`src/eipc_defs.svh`:
```
/*
 * register offsets, field layouts, reset values and timing counts
 * for the edge interrupt and pulse capture input block.
 * assumes a 40 MHz system clock and a 32-bit register port.
 */
`ifndef EIPC_DEFS_SVH
`define EIPC_DEFS_SVH

`define EIPC_NUM_IN 16
`define EIPC_AW 8

`define EIPC_OFF_CTRL 8'h00
`define EIPC_OFF_FUNC 8'h04
`define EIPC_OFF_COND 8'h08
`define EIPC_OFF_RESP_LO 8'h0C
`define EIPC_OFF_RESP_HI 8'h10
`define EIPC_OFF_STAT 8'h14
`define EIPC_OFF_MASK 8'h18
`define EIPC_OFF_SCAN 8'h1C
`define EIPC_OFF_DEV 8'h20
`define EIPC_OFF_LEVEL 8'h24

`define EIPC_CTRL_EN_BIT 0
`define EIPC_CTRL_RST 1'h0
`define EIPC_FUNC_RST 32'h0000_0000
`define EIPC_COND_RST 32'h0000_0000
`define EIPC_RESP_RST 32'h7777_7777
`define EIPC_MASK_RST 16'h0000

`define EIPC_CLK_NS 25
`define EIPC_TICK_US 10
`define EIPC_TICK_CYC (`EIPC_TICK_US * 1000 / `EIPC_CLK_NS)

`define EIPC_RT0_US 10
`define EIPC_RT1_US 100
`define EIPC_RT2_US 200
`define EIPC_RT3_US 400
`define EIPC_RT4_US 600
`define EIPC_RT5_US 1000
`define EIPC_RT6_US 5000
`define EIPC_RT7_US 10000
`define EIPC_RT8_US 20000
`define EIPC_RT9_US 70000

`endif

```
`src/eipc_pkg.sv`:
```
/*
 * types of the edge interrupt and pulse capture input block.
 * assumes eipc_defs.svh is on the include path.
 */
`include "eipc_defs.svh"

package eipc_pkg;
	typedef enum logic [1:0] {
		EIPC_GENERAL = 2'b00,
		EIPC_INTR = 2'b01,
		EIPC_CAPTURE = 2'b10
	} eipc_func_t;

	typedef enum logic [1:0] {
		EIPC_RISE = 2'b00,
		EIPC_FALL = 2'b01,
		EIPC_BOTH = 2'b10
	} eipc_cond_t;

	typedef struct packed {
		logic [`EIPC_AW-1:0] addr;
		logic [31:0] wdata;
		logic wr;
		logic rd;
	} eipc_req_t;
endpackage

```
`src/eipc_inputs.sv`:
```
/*
 * sixteen input points: synchroniser, response-time filter, edge
 * interrupt requests and one-scan pulse capture, with register port.
 * assumes the processor writes the scan register at each end of scan
 * and clears status bits when an interrupt routine finishes.
 */
// Our own choices: the address map and the strobed register port.
// Overview of operation
// - interrupt mode, rising condition: each filtered low-to-high edge raises request.
// - interrupt mode, falling condition: each filtered high-to-low edge raises request.
// - interrupt mode, both-edge condition: every rising and falling edge raises a request.
// - one held request per input; further edges while held are dropped.
// - edge during a running routine (bit still set) launches nothing.
// - frequent short pulses raise no more requests than the routine clears; edges while the bit is held are dropped.
// - global allow/block bit and per-routine suppress mask gate interrupts.
// - each point selects function and response time on its own.
// - capture latches pulses shorter than one scan.
// - captured pulse shows on for one scan, cleared at end of scan.
// - only first pulse in a scan is kept; source spaces pulses a scan apart.
// - pulses in successive scans give as many on scans.
// - pulse lasting several scans still shows on for one scan only.
// - on and off widths must exceed the response time to be seen.
// - all sixteen points may be interrupt inputs, request bit per point.
`timescale 1ns/1ps
`include "eipc_defs.svh"

module eipc_filter (
	input wire logic clk, // system clock
	input wire logic rst_n, // synchronised reset
	input wire logic pin, // raw field input
	input wire logic tick, // filter time base
	input wire logic [12:0] limit, // response time in ticks
	output logic level // filtered level
);
	logic [2:0] sync;
	logic [2:0] next_sync;
	logic [12:0] cnt;
	logic [12:0] next_cnt;
	logic next_level;

	always_comb
	begin
		next_sync = {sync[1:0], pin};
		next_cnt = cnt;
		next_level = level;
		// a disagreement or a return to the old level restarts the count
		if (sync[2] != sync[1] || sync[2] == level)
			next_cnt = 13'h0000;
		else if (tick)
		begin
			if (cnt + 13'h0001 >= limit)
			begin
				next_level = sync[2];
				next_cnt = 13'h0000;
			end
			else
				next_cnt = cnt + 13'h0001;
		end
	end

	always_ff @(posedge clk or negedge rst_n)
	begin
		if (!rst_n)
		begin
			sync <= 3'h0;
			cnt <= 13'h0000;
			level <= 1'b0;
		end
		else
		begin
			sync <= next_sync;
			cnt <= next_cnt;
			level <= next_level;
		end
	end
endmodule

module eipc_inputs #(
	parameter int TICK_CYC = `EIPC_TICK_CYC // cycles per filter tick
)(
	input wire logic clk, // 40 MHz system clock
	input wire logic reset_n, // asynchronous reset, active low
	input wire logic [`EIPC_NUM_IN-1:0] pin_in, // field inputs
	input wire eipc_pkg::eipc_req_t bus_req, // register request
	output logic [31:0] rdata, // read data, cycle after read
	output logic irq, // interrupt request level
	output logic [`EIPC_NUM_IN-1:0] in_dev // input device image
);
	localparam int N = `EIPC_NUM_IN;
	logic [1:0] rst_sync;
	logic rst_n;
	logic [15:0] tick_cnt;
	logic [15:0] next_tick_cnt;
	logic tick;
	logic next_tick;
	logic ctrl_en;
	logic next_ctrl_en;
	logic [31:0] func;
	logic [31:0] next_func;
	logic [31:0] cond;
	logic [31:0] next_cond;
	logic [63:0] resp;
	logic [63:0] next_resp;
	logic [N-1:0] mask;
	logic [N-1:0] next_mask;
	logic [N-1:0] lvl;
	logic [N-1:0] lvl_q;
	logic [N-1:0] stat;
	logic [N-1:0] next_stat;
	logic [N-1:0] cap_latch;
	logic [N-1:0] next_cap_latch;
	logic [N-1:0] cap_dev;
	logic [N-1:0] next_cap_dev;
	logic [N-1:0] next_in_dev;
	logic [N-1:0] hit;
	logic [N-1:0] cap_hit;
	logic [N-1:0] clr;
	logic [31:0] next_rdata;
	logic next_irq;
	logic wr_hit_stat;
	logic scan_end;
	function automatic logic [12:0] resp_ticks(input logic [3:0] idx);
		case (idx)
			4'h0: resp_ticks = 13'(`EIPC_RT0_US / `EIPC_TICK_US);
			4'h1: resp_ticks = 13'(`EIPC_RT1_US / `EIPC_TICK_US);
			4'h2: resp_ticks = 13'(`EIPC_RT2_US / `EIPC_TICK_US);
			4'h3: resp_ticks = 13'(`EIPC_RT3_US / `EIPC_TICK_US);
			4'h4: resp_ticks = 13'(`EIPC_RT4_US / `EIPC_TICK_US);
			4'h5: resp_ticks = 13'(`EIPC_RT5_US / `EIPC_TICK_US);
			4'h6: resp_ticks = 13'(`EIPC_RT6_US / `EIPC_TICK_US);
			4'h7: resp_ticks = 13'(`EIPC_RT7_US / `EIPC_TICK_US);
			4'h8: resp_ticks = 13'(`EIPC_RT8_US / `EIPC_TICK_US);
			4'h9: resp_ticks = 13'(`EIPC_RT9_US / `EIPC_TICK_US);
			default: resp_ticks = 13'(`EIPC_RT9_US / `EIPC_TICK_US);
		endcase
	endfunction
	// assert asynchronously, release after two edges
	always_ff @(posedge clk or negedge reset_n)
	begin
		if (!reset_n)
			rst_sync <= 2'h0;
		else
			rst_sync <= {rst_sync[0], 1'b1};
	end
	assign rst_n = rst_sync[1];
	always_comb
	begin
		next_tick = 1'b0;
		next_tick_cnt = tick_cnt + 16'h0001;
		if (tick_cnt >= 16'(TICK_CYC - 1))
		begin
			next_tick_cnt = 16'h0000;
			next_tick = 1'b1;
		end
	end

	always_ff @(posedge clk or negedge rst_n)
	begin
		if (!rst_n)
		begin
			tick_cnt <= 16'h0000;
			tick <= 1'b0;
		end
		else
		begin
			tick_cnt <= next_tick_cnt;
			tick <= next_tick;
		end
	end

	genvar gi;
	generate
		for (gi = 0; gi < N; gi++)
		begin : g_pt
			eipc_filter u_flt (
				.clk(clk),
				.rst_n(rst_n),
				.pin(pin_in[gi]),
				.tick(tick),
				.limit(resp_ticks(resp[gi*4 +: 4])),
				.level(lvl[gi])
			);
		end
	endgenerate
	assign wr_hit_stat = bus_req.wr && bus_req.addr == `EIPC_OFF_STAT;
	assign clr = wr_hit_stat ? bus_req.wdata[N-1:0] : '0;
	assign scan_end = bus_req.wr && bus_req.addr == `EIPC_OFF_SCAN;
	// configuration written by software
	always_comb
	begin
		next_ctrl_en = ctrl_en;
		next_func = func;
		next_cond = cond;
		next_resp = resp;
		next_mask = mask;
		if (bus_req.wr)
		begin
			case (bus_req.addr)
				`EIPC_OFF_CTRL: next_ctrl_en = bus_req.wdata[`EIPC_CTRL_EN_BIT];
				`EIPC_OFF_FUNC: next_func = bus_req.wdata;
				`EIPC_OFF_COND: next_cond = bus_req.wdata;
				`EIPC_OFF_RESP_LO: next_resp[31:0] = bus_req.wdata;
				`EIPC_OFF_RESP_HI: next_resp[63:32] = bus_req.wdata;
				`EIPC_OFF_MASK: next_mask = bus_req.wdata[N-1:0];
				default: next_ctrl_en = ctrl_en;
			endcase
		end
	end

	always_ff @(posedge clk or negedge rst_n)
	begin
		if (!rst_n)
		begin
			ctrl_en <= `EIPC_CTRL_RST;
			func <= `EIPC_FUNC_RST;
			cond <= `EIPC_COND_RST;
			resp <= {`EIPC_RESP_RST, `EIPC_RESP_RST};
			mask <= `EIPC_MASK_RST;
		end
		else
		begin
			ctrl_en <= next_ctrl_en;
			func <= next_func;
			cond <= next_cond;
			resp <= next_resp;
			mask <= next_mask;
		end
	end
	// edge detection, requests, capture and read-back
	always_comb
	begin
		for (int i = 0; i < N; i++)
		begin
			case (eipc_pkg::eipc_cond_t'(cond[i*2 +: 2]))
				eipc_pkg::EIPC_RISE: hit[i] = lvl[i] & ~lvl_q[i];
				eipc_pkg::EIPC_FALL: hit[i] = ~lvl[i] & lvl_q[i];
				eipc_pkg::EIPC_BOTH: hit[i] = lvl[i] ^ lvl_q[i];
				default: hit[i] = 1'b0;
			endcase
			if (func[i*2 +: 2] != eipc_pkg::EIPC_INTR)
				hit[i] = 1'b0;
			cap_hit[i] = lvl[i] & ~lvl_q[i]
				& (func[i*2 +: 2] == eipc_pkg::EIPC_CAPTURE);
			next_in_dev[i] = (func[i*2 +: 2] == eipc_pkg::EIPC_CAPTURE)
				? cap_dev[i] : lvl[i];
		end
		// a set bit absorbs later edges; set wins over a same-cycle clear
		next_stat = (stat & ~clr) | hit;
		// the latch keeps only the first pulse until the scan closes
		next_cap_latch = (scan_end ? '0 : cap_latch) | cap_hit;
		next_cap_dev = scan_end ? cap_latch : cap_dev;
		next_irq = ctrl_en && |(next_stat & ~mask);
		next_rdata = 32'h0000_0000;
		if (bus_req.rd)
		begin
			case (bus_req.addr)
				`EIPC_OFF_CTRL: next_rdata = {31'h0000_0000, ctrl_en};
				`EIPC_OFF_FUNC: next_rdata = func;
				`EIPC_OFF_COND: next_rdata = cond;
				`EIPC_OFF_RESP_LO: next_rdata = resp[31:0];
				`EIPC_OFF_RESP_HI: next_rdata = resp[63:32];
				`EIPC_OFF_STAT: next_rdata = {16'h0000, stat};
				`EIPC_OFF_MASK: next_rdata = {16'h0000, mask};
				`EIPC_OFF_DEV: next_rdata = {16'h0000, in_dev};
				`EIPC_OFF_LEVEL: next_rdata = {16'h0000, lvl};
				default: next_rdata = 32'h0000_0000;
			endcase
		end
	end

	always_ff @(posedge clk or negedge rst_n)
	begin
		if (!rst_n)
		begin
			lvl_q <= '0;
			stat <= '0;
			cap_latch <= '0;
			cap_dev <= '0;
			in_dev <= '0;
			irq <= 1'b0;
			rdata <= 32'h0000_0000;
		end
		else
		begin
			lvl_q <= lvl;
			stat <= next_stat;
			cap_latch <= next_cap_latch;
			cap_dev <= next_cap_dev;
			in_dev <= next_in_dev;
			irq <= next_irq;
			rdata <= next_rdata;
		end
	end

	logic f0_int;
	logic f8_cap;
	assign f0_int = func[1:0] == eipc_pkg::EIPC_INTR;
	assign f8_cap = func[17:16] == eipc_pkg::EIPC_CAPTURE;
endmodule

```
`config.mk`:
```
export PLATFORM = sky130hd
export DESIGN_NAME = eipc_inputs
export DESIGN_NICKNAME = d
export VERILOG_FILES = /design/src/eipc_pkg.sv /design/src/eipc_inputs.sv
export VERILOG_INCLUDE_DIRS = /design/src
export SDC_FILE = /design/constraint.sdc
export NUM_CORES = 1
export LEC_CHECK = 0
export ABC_AREA = 1
export ABC_CLOCK_PERIOD_IN_PS = 15000
export BUFFER_PORTS_ARGS = -buffer_cell sky130_fd_sc_hd__clkbuf_2
export CORE_MARGIN = 1
export CORE_UTILIZATION = 40
export DETAILED_ROUTE_END_ITERATION = 10
export SLEW_MARGIN = 30
export SYNTH_ARGS = -nofsm -noshare
export SYNTH_HDL_FRONTEND = slang
export SYNTH_HIERARCHICAL = 1
export SYNTH_SLANG_ARGS = --single-unit
```
`constraint.sdc`:
```
create_clock -name clk -period 15 [get_ports clk]
set_input_delay 0.75 -clock clk [delete_from_list [all_inputs] [get_ports clk]]
set_output_delay 0.75 -clock clk [all_outputs]
set_load 0.1 [all_outputs]
```
### After elaboration in Yosys (flattened, before gate mapping)

Memory sizes are Yosys's and may differ from the RTL's.
Cells that the tools add are included.

| storage, ports and cells | value |
|---|---|
| word-level logic and storage cells | 514 |
| bits in registers | 549 |
| input bits | 60 |
| memories kept | 16 |
| bits in read-only memories | 3,328 |

Memories:

| name | depth | width | read ports | clocked after memory_dff | wr ports | line | source |
|---|---|---|---|---|---|---|---|
| (no name shown) | 16 | 13 | 1 | 0 | 0 | eipc_inputs.sv:123 | `case (idx)` |
| (no name shown) | 16 | 13 | 1 | 0 | 0 | eipc_inputs.sv:123 |  |
| (no name shown) | 16 | 13 | 1 | 0 | 0 | eipc_inputs.sv:123 |  |
| (no name shown) | 16 | 13 | 1 | 0 | 0 | eipc_inputs.sv:123 |  |
| (no name shown) | 16 | 13 | 1 | 0 | 0 | eipc_inputs.sv:123 |  |
| (no name shown) | 16 | 13 | 1 | 0 | 0 | eipc_inputs.sv:123 |  |
| +10 memories | - | - | - | - | - | - |  |

| cells by class | value |
|---|---|
| order comparisons | 17 |
| add/subtract/negate cells | 17 |
| bitwise operators | 118 |
| multiplexer cells | 102 |
| reduce and logical (&&, ||, !) cells | 75 |
| equal/unequal tests | 105 |

Operators by type and width:

| cell | count |
|---|---|
| 2-to-1 mux 13 bit | 48 |
| one-hot mux 32 bit (9 select lines) | 1 |
| adder 13 x 1 -> 13 bit, second input constant | 16 |
| >= comparator 13 bit | 16 |
| equality test 2 bit, second input constant | 32 |
| bitwise AND 1 bit | 48 |
| 2-to-1 mux 16 bit | 3 |
| inverter 1 bit | 48 |
| one-hot mux 1 bit (3 select lines) | 16 |
| AND reduction 3 bit | 16 |
| 2-to-1 mux 1 bit | 33 |
| bitwise AND 16 bit | 2 |
| equality test 2 x 1 -> 1 bit, second input constant | 16 |
| equality test 8 x 5 -> 1 bit, second input constant | 4 |
| logical NOT 2 bit | 16 |
| 2-to-1 mux 32 bit | 1 |
| inequality test 2 x 1 -> 1 bit, second input constant | 16 |
| inverter 16 bit | 2 |
| OR 16 bit | 2 |
| nonzero test 2 bit | 16 |
| adder 16 x 1 -> 16 bit, second input constant | 1 |
| equality test 1 bit | 16 |
| equality test 8 x 4 -> 1 bit, second input constant | 2 |
| equality test 8 x 6 -> 1 bit, second input constant | 2 |
| 9 further kinds | 61 |

### Depth between registers and ports, before layout

Gate-level depths: netlist (run 1).

| depth | value |
|---|---|
| depth in word-level cells | 9 |
| gate-level depth with buffers | 17 |
| gate-level depth less buffers | 17 |

### Modules after synthesis

Netlist (run 1), hierarchy kept.

Modules (own cells, without submodules):

| module | sequential area each (um2) | area each (um2) | instances | cells an instance |
|---|---|---|---|---|
| eipc_filter at g_pt[0].u_flt ... | 425.4 | 1,455.1 | 15 | 204 |
| eipc_inputs | 6,991.7 | 14,856.7 | 1 | 1,803 |
| eipc_filter at g_pt[4].u_flt | 425.4 | 1,463.9 | 1 | 200 |

### Worst setup path after synthesis (run 1)

OpenSTA, ideal clock, no wires.

| timing | value |
|---|---|
| path kind | reg-to-reg |
| from | reg resp[8] |
| to | reg g_pt[2].u_flt.cnt[0] |
| required time | 14,882 ps |
| period minus slack after synthesis | 2,267 ps |
| arrival time | 2,149 ps |
| slack | 12,733 ps |
| stages on the path, launching flop included | 15 |
| path buffers | 1 |
| cell sequence | dfstp_2 -> inv_1 -> ha_1 -> a21oi_1 -> o21bai_1 -> inv_1 -> ha_1 -> nand2_1 -> nor2_1 -> nand2_1 -> o21ai_1 -> nor2_2 -> buf_6 -> nand4_1 -> nand2_1 |

| on the way | value |
|---|---|
| cells in the longest elaborated chain, start to end | 5 |

Ends and longest elaborated chain:

| what | line | source |
|---|---|---|
| start, declared | eipc_inputs.sv:102 | `logic [63:0] resp;` |
| start signal, assigned | eipc_inputs.sv:217 | `` resp <= {`EIPC_RESP_RST, `EIPC_RESP_RST}; `` |
| start signal, assigned | eipc_inputs.sv:225 | `resp <= next_resp;` |
| memory read (16 x 13 bit) | - |  |
| >= comparator 13 bit | eipc_inputs.sv:51 | `if (cnt + 13'h0001 >= limit)` |
| 2-to-1 mux 13 bit | eipc_inputs.sv:51 |  |
| 2-to-1 mux 13 bit | eipc_inputs.sv:49 | `else if (tick)` |
| 2-to-1 mux 13 bit | eipc_inputs.sv:47 | `if (sync[2] != sync[1] \|\| sync[2] == level)` |
| end signal, assigned | eipc_inputs.sv:72 | `cnt <= next_cnt;` |
| end, declared | eipc_inputs.sv:37 | `logic [12:0] cnt;` |

No other way between the ends. The select of a mux whose other input is x is not followed.
A chain may end at the register's enable or synchronous reset.

### Worst setup path after layout (run 1)

| timing | value |
|---|---|
| from | in bus_req[34] (netlist bit) |
| to | reg cond[20] |

| on the way | value |
|---|---|
| cells in the longest elaborated chain, start to end | 2 |

Ends and longest elaborated chain:

| what | line | source |
|---|---|---|
| start, declared | eipc_inputs.sv:84 | `input wire eipc_pkg::eipc_req_t bus_req,` |
| equality test 8 x 4 -> 1 bit | eipc_inputs.sv:198 | `case (bus_req.addr)` |
| AND reduction 2 bit (no line) | - |  |
| end signal, assigned | eipc_inputs.sv:216 | `` cond <= `EIPC_COND_RST; `` |
| end signal, assigned | eipc_inputs.sv:224 | `cond <= next_cond;` |
| end, declared | eipc_inputs.sv:100 | `logic [31:0] cond;` |

No other way between the ends.

==> results of run 1 <==
[final cells by class]
cell class	instances	area, um^2
Fill cell	9558	51950
Multi-Input combinational cell	3568	20500
Sequential cell	549	13800
Inverter	823	3110
Clock buffer	106	1988
Tap cell	1254	1569
Timing Repair Buffer	125	718.2
Clock inverter	18	245.2
Antenna cell	4	10.01
[worst max-delay path, stage by stage]
cell,delay (ns)
clkbuf_2,0.09
inv_1,0.04
nand2_1,0.12
nor3_1,0.50
nand2_1,0.62
inv_2,0.62
nand2_4,0.55
nand2_1,0.21
o21ai_0,0.11
[how the worst max path moves through the flow]
stage | startpoint | end | slack [ns]
after floorplan | rst_sync[1]$_DFF_PN0_ | cap_dev[0]$_DFFE_PN0P_ | 6.11
after global placement | bus_req[41] | func[18]$_DFFE_PN0P_ | 11.31
after detailed placement | bus_req[34] | cond[15]$_DFFE_PN0P_ | 11.34
after CTS | rst_sync[1]$_DFF_PN0_ | func[3]$_DFFE_PN0P_ | 11.78
after global routing | bus_req[35] | cond[20]$_DFFE_PN0P_ | 11.76
final | bus_req[34] | cond[20]$_DFFE_PN0P_ | 11.82
[logic make-up after synthesis]
logic type               count (synthesis)  share of synthesized area (%)
buffers and inverters                  952                          10.21
AND/OR/NAND/NOR                       2469                          30.36
XOR/XNOR                                99                          2.588
flip-flops                             549                          36.17
adder cells (fa/ha/maj)                337                          11.05
AO/OA/AOI/OAI                          655                          9.594
other                                    2                        0.01969
[through the flow]
step	worst slack, ns	instance area [um^2]	hold slack, ns	utilization (%)	instances
after floorplan	6.111	38170	0.3311	-	5069
after global routing	11.76	41940	0.2142	44.67	6446
final	11.82	41940	0.2009	44.67	6447
after detailed placement	11.34	39640	0.2111	42.22	6316
after CTS	11.78	41880	0.1989	44.61	6441
after global placement	11.31	39640	0.2117	42.21	6316
[flip-flops by register name (all words and copies together) (netlist names), 32 cells and up]
name and flops:
g_pt.u_flt/cnt 208, func 32, rdata 32, resp 64, g_pt.u_flt/sync 48, cond 32
[Yosys cell counts, types with 49 or more instances]
library cell / n
nor2_4: 68
nand4_1: 269
nor2_1: 288
dfrtp_1: 501
o21ai_0: 262
a21oi_1: 167
nor2_2: 50
inv_2: 72
nand2_2: 96
xor2_1: 81
ha_1: 337
inv_1: 725
nand3_1: 190
o21ai_1: 78
buf_2: 49
nand2_1: 1431
[power breakdown]
part / switching [W] / leakage (nW) / internal [W]
logic: 0.000914 / 13.0 / 0.000307
clock network: 0.000669 / 1.09 / 0.00100
registers: 0.000159 / 7.02 / 0.00161
total: 0.00174 / 21.1 / 0.00291
[routing by layer]
| metal | track usage (%) | vias to the layer above | part of all wire, % |
|---|---|---|---|
| li1 | - | 16420 | - |
| met1 | 28.66 | 15050 | 47 |
| met2 | 32.40 | 672 | 45 |
| met3 | 3.472 | 129 | 5.5 |
| met4 | 5.900 | 6 | 2.5 |
| met5 | 0 | - | 0.031 |
==> metrics.cfg, run 1 <==
[route]
avgViaCountPerCell=5.007
route.vias.total=32280
drc_errors=0
firstDrtPassIters=6
drt_iter0_drc=2395
ant_nets=0
routedWlPerCell_um=15.32
routed_wl_um=98740

[global_route]
grt_pass1_vias=30260
grt_overflow_total=0
gr-usage-all-layers_pct=20.50
antenna_found_initial=10
grt_pass1_wl_um=161600
grt_start_max_net_pins=154

[sta]
tns_ns=0
setup_viol=0
skew_ns=0.03072
timing.final.max_slew_violations=0
period_share_pct=21.17
tightest_slew_ns=0.8283
relSlewSlack_pct=44.78
min_period_ns=3.176
grt_setup_unrepaired=false
fmax_mhz=314.9
timing_hold_violations_final=0

[clocking]
cts_tree=yes
clock-sinks=549
cts_resized=0
cts_setup_buffers=0
cts_inserted_buffers=68
path_clk_slew_ns=0.06
htree_levels=3
clockBufferDepth=3
cts_root_buffer=clkbuf_16
postCtsHoldBufs=1
insertion_delay_ns=0.63

[worst_setup_path]
startpoint_type=input pin
crit_path_max_fanout=64
required_ns=15.46
critPathCaptureType=flip-flop
path_class=in2reg
worstPathArrival_ns=3.64
reg2regPathDepth=15
rr_endpoint=g_pt[2].u_flt/level$_DFFE_PN0P_
timing.rr.start=resp[8]$_DFFE_PN1P_
reg2reg_slack_ns=12.06

[floorplanning]
rows=112
io_pins=109
die_w_um=310.8
initial_utilization_pct=40.63
core_area_um2=93890
die_area_um2=96610
die_y_um=310.8

[cells_and_area]
final_common_cell=nand2_1
drive_gt1_share_pct=12.82
area_growth_pct=9.951
final_nets=5532
mostFrequentLayoutCells=nand2_1, inv_1, dfrtp_1

[job]
maxCapViolations=0

[synthesis]
async_flop_share_pct=100.0
synth-seq-cells=549
yosysSeqAreaShare_pct=36.17
postSynthAreaPerCell_um2=7.535
yosys_warnings=6
synthTopCellsByArea=dfrtp_1, nand2_1, ha_1
synth_top_flop_cell=dfrtp_1
netlist.area_leader.share_pct=32.86
synth_cell_types=51
synth_edf_count=0
synth_cells=5063
synthesis.area_um2=38150
synth.largest_area_cell=dfrtp_1

[pwr]
power_leakage_nw=21.08
power.total_w=0.004656
powerDensity_nw_per_um2=111.0
vdd_drop_max_mv=0.07640

[placed_design]
gp_congestion=0.8768
port_buffers=108
dpl.hpwl_um=71210

[min_path]
hold_class=reg2async

[status]
status=finished clean

Power figures use the tool's default switching activity.
==> run 2: changes to the inputs <==
Settings changed: ABC_CLOCK_PERIOD_IN_PS 15000 to 3300.
Clock period 15 ns to 3.3 ns, I/O delays scaled along.
==> run 2 against run 1 <==
Highest routed layer unchanged. Setup slack worse by 11 ns. Sequential share of layout area down 0.65 points. Sequential power rose to 4.5 times the previous value. Cell count up 1.2%. Global-route usage up 0.29 points. Wire length up 0.71%. Sequential cell count unchanged. Critical path depth up 6. Clock power rose to 4.8 times the previous value. Critical endpoint is now g_pt[12].u_flt/level$_DFFE_PN0P_.
==> metrics.cfg, run 2 (synthesized netlist as in run 1, its figures left out) <==
[status]
status=finished clean

[cells_and_area]
final_nets=5608  ; +1.4%
fin_cells=6522  ; +1.2%
reg_top3=g_pt.u_flt/cnt: 208 flops, resp: 64 flops, g_pt.u_flt/sync: 48 flops
num_antenna_cells=0  ; -4
largest_reg_flops=208  ; unchanged
area_growth_pct=12.17
mostFrequentLayoutCells=nand2_1, inv_1, dfrtp_1
final_common_cell=nand2_1
finish.instance_area_um2=42790  ; +2.0%
drive_gt1_share_pct=13.23  ; +0.42 points
top_register=g_pt.u_flt/cnt
fillCellCount=9489  ; -0.72%

[worst_setup_path]
crit_path_max_fanout=14  ; -78%
rr_endpoint=g_pt[12].u_flt/level$_DFFE_PN0P_
worstPathArrival_ns=3.40  ; -0.24 ns
required_ns=3.81  ; -11.65 ns
critPathCaptureType=flip-flop
startpoint_type=flip-flop
path_class=reg2reg
reg2reg_slack_ns=0.40  ; -11.66 ns
reg2regPathDepth=15  ; unchanged
timing.rr.start=resp[48]$_DFFE_PN1P_

[sta]
period_share_pct=87.74
timing.final.max_slew_violations=0  ; unchanged
min_period_ns=2.896
final.setup.worst_slack_ns=0.4044  ; -11.42 ns
timing_hold_violations_final=0  ; unchanged
tightest_slew_ns=1.011  ; +0.1830 ns
skew_ns=0.03670  ; +0.005977 ns
tns_ns=0  ; unchanged
fmax_mhz=345.4
grt_setup_unrepaired=false
setup_viol=0  ; unchanged
holdWs_ns=0.1019  ; -0.09895 ns
relSlewSlack_pct=32.16  ; -13 points

[clocking]
clock-sinks=549  ; unchanged
cts_inserted_buffers=70  ; +2.9%
path_clk_slew_ns=0.06  ; about the same
insertion_delay_ns=0.63  ; about the same
cts_root_buffer=clkbuf_16
cts_setup_buffers=0  ; unchanged
cts_tree=yes
clockBufferDepth=3  ; unchanged
htree_levels=3  ; unchanged

[global_route]
grt_overflow_total=0  ; unchanged
grt_pass1_vias=31320  ; +3.5%
antenna_found_initial=3  ; -7
grt_start_max_net_pins=118  ; -23%
grt_pass1_wl_um=164900  ; +2.0%
gr-usage-all-layers_pct=20.79  ; +0.29 points

[pwr]
p_sw_w=0.007989  ; +360%
p_seq_share_pct=36.8  ; -1.1 points
combPwrFrac_pct=26.3  ; about the same
powerDensity_nw_per_um2=506.1  ; +360%
vdd_drop_max_mv=0.6188  ; +710%
p_int_w=0.01367  ; +370%
p_clk_share_pct=36.9  ; +1.0 points
power_leakage_nw=21.47  ; +1.8%
sw_frac_of_total_pct=36.89  ; -0.54 points

[route]
ant_nets=0  ; unchanged
firstDrtPassIters=6  ; unchanged
avgViaCountPerCell=5.002  ; about the same
drt_iter0_drc=2223  ; -7.2%
routed_wl_um=99450  ; +0.71%
routedWlPerCell_um=15.25  ; -0.44%
route.vias.total=32620  ; +1.1%
drc_errors=0  ; unchanged

[min_path]
min_path_cells=5
min_to=mask[1]$_DFFE_PN0P_
holdCritStartpoint=bus_req[37]
hold_class=in2reg

[placed_design]
dp_cells=6337  ; +0.33%
port_buffers=108  ; unchanged
dp_slack_ns=0.4119  ; -10.92 ns
dpl_cell_area_um2=39830  ; +0.48%
gp_congestion=0.8685  ; -0.95%
dpl.hpwl_um=72410  ; +1.7%

[floorplanning]
die_w_um=310.8  ; unchanged
die_area_um2=96610  ; unchanged
initial_utilization_pct=40.63  ; unchanged
rows=112  ; unchanged
core_area_um2=93890  ; unchanged
io_pins=109  ; unchanged
die_y_um=310.8  ; unchanged

[job]
maxCapViolations=0  ; unchanged

[run 2: cell count changes in the layout (fill, tap and decap cells not counted), sizes merged]
| cell | change |
|---|---|
| diode | -4 |
| clkbuf | +1 |
| bufinv | +1 |
| buf | +19 |
| dlygate4sd3 | +55 |
| clkinv | +1 |
| clkinvlp | +2 |
[run 2: per-layer routing]
layer | routed length, um | GRT usage [%] | vias to the layer above
li1 | - | - | 16560
met1 | 47280 | 29.34 | 15220
met4 | 2041 | 5.542 | 2
met3 | 5635 | 3.199 | 119
met2 | 44480 | 33.01 | 713
met5 | 13 | 0 | -
[run 2: worst max-delay path by stage]
stage                     depth (start not counted)  slack [ns]                               end             startpoint
after floorplan                                   0       -2.01            cap_dev[0]$_DFFE_PN0P_  rst_sync[1]$_DFF_PN0_
after global placement                           15        0.41  g_pt[12].u_flt/level$_DFFE_PN0P_   resp[48]$_DFFE_PN1P_
after detailed placement                         15        0.41  g_pt[12].u_flt/level$_DFFE_PN0P_   resp[48]$_DFFE_PN1P_
after CTS                                        15        0.40  g_pt[12].u_flt/level$_DFFE_PN0P_   resp[48]$_DFFE_PN1P_
after global routing                             15        0.09   g_pt[0].u_flt/level$_DFFE_PN0P_    resp[0]$_DFFE_PN1P_
final                                            15        0.40  g_pt[12].u_flt/level$_DFFE_PN0P_   resp[48]$_DFFE_PN1P_
[run 2: area by class of cell]
class,count,area (um^2),area share (%)
repair buffers,199,1414,3.304
clock inverters,22,284.0,0.6637
multi-input cells,3568,20490,47.89
flip-flops and latches,549,13800,32.26
clock buffers,107,2116,4.944
inverters,823,3110,7.269
well taps,1254,1569,3.667
[run 2: what timing repair did]
action | CTS | global route
endpoints found under the hold margin | 176 | 0
hold buffers | 56 | 0
gates resized for setup | 0 | 0
[run 2: metrics by stage]
step | total power [W] | util (%)
5_1_grt | 0.02300 | 45.58
3_5_place_dp | 0.01372 | 42.42
4_1_cts | 0.02191 | 45.58
3_3_place_gp | 0.01364 | 42.42
2_1_floorplan | 0.01255 | -
6_report | 0.02166 | 45.58
[run 2: critical path: stages, from the launching register on]
cell	delay (ns)
dfstp_2	0.59
inv_1	0.12
ha_1	0.24
a21oi_1	0.28
o21bai_1	0.16
inv_1	0.06
ha_1	0.27
nand2_1	0.07
nor2_1	0.15
nand2_1	0.07
nand3_1	0.07
nand2_1	0.31
nand3_1	0.26
nand2_1	0.07
nand2_1	0.06
nand2_1	0.04
[run 2: power by group through the flow]
stage                     Sequential, W  Clock (W)  Combinational [W]
final                           0.00798    0.00798            0.00569
after global placement          0.00808          0            0.00556
after detailed placement        0.00809          0            0.00563
after floorplan                 0.00858          0            0.00397
after global routing            0.00805    0.00851            0.00644
after CTS                       0.00798    0.00822            0.00571
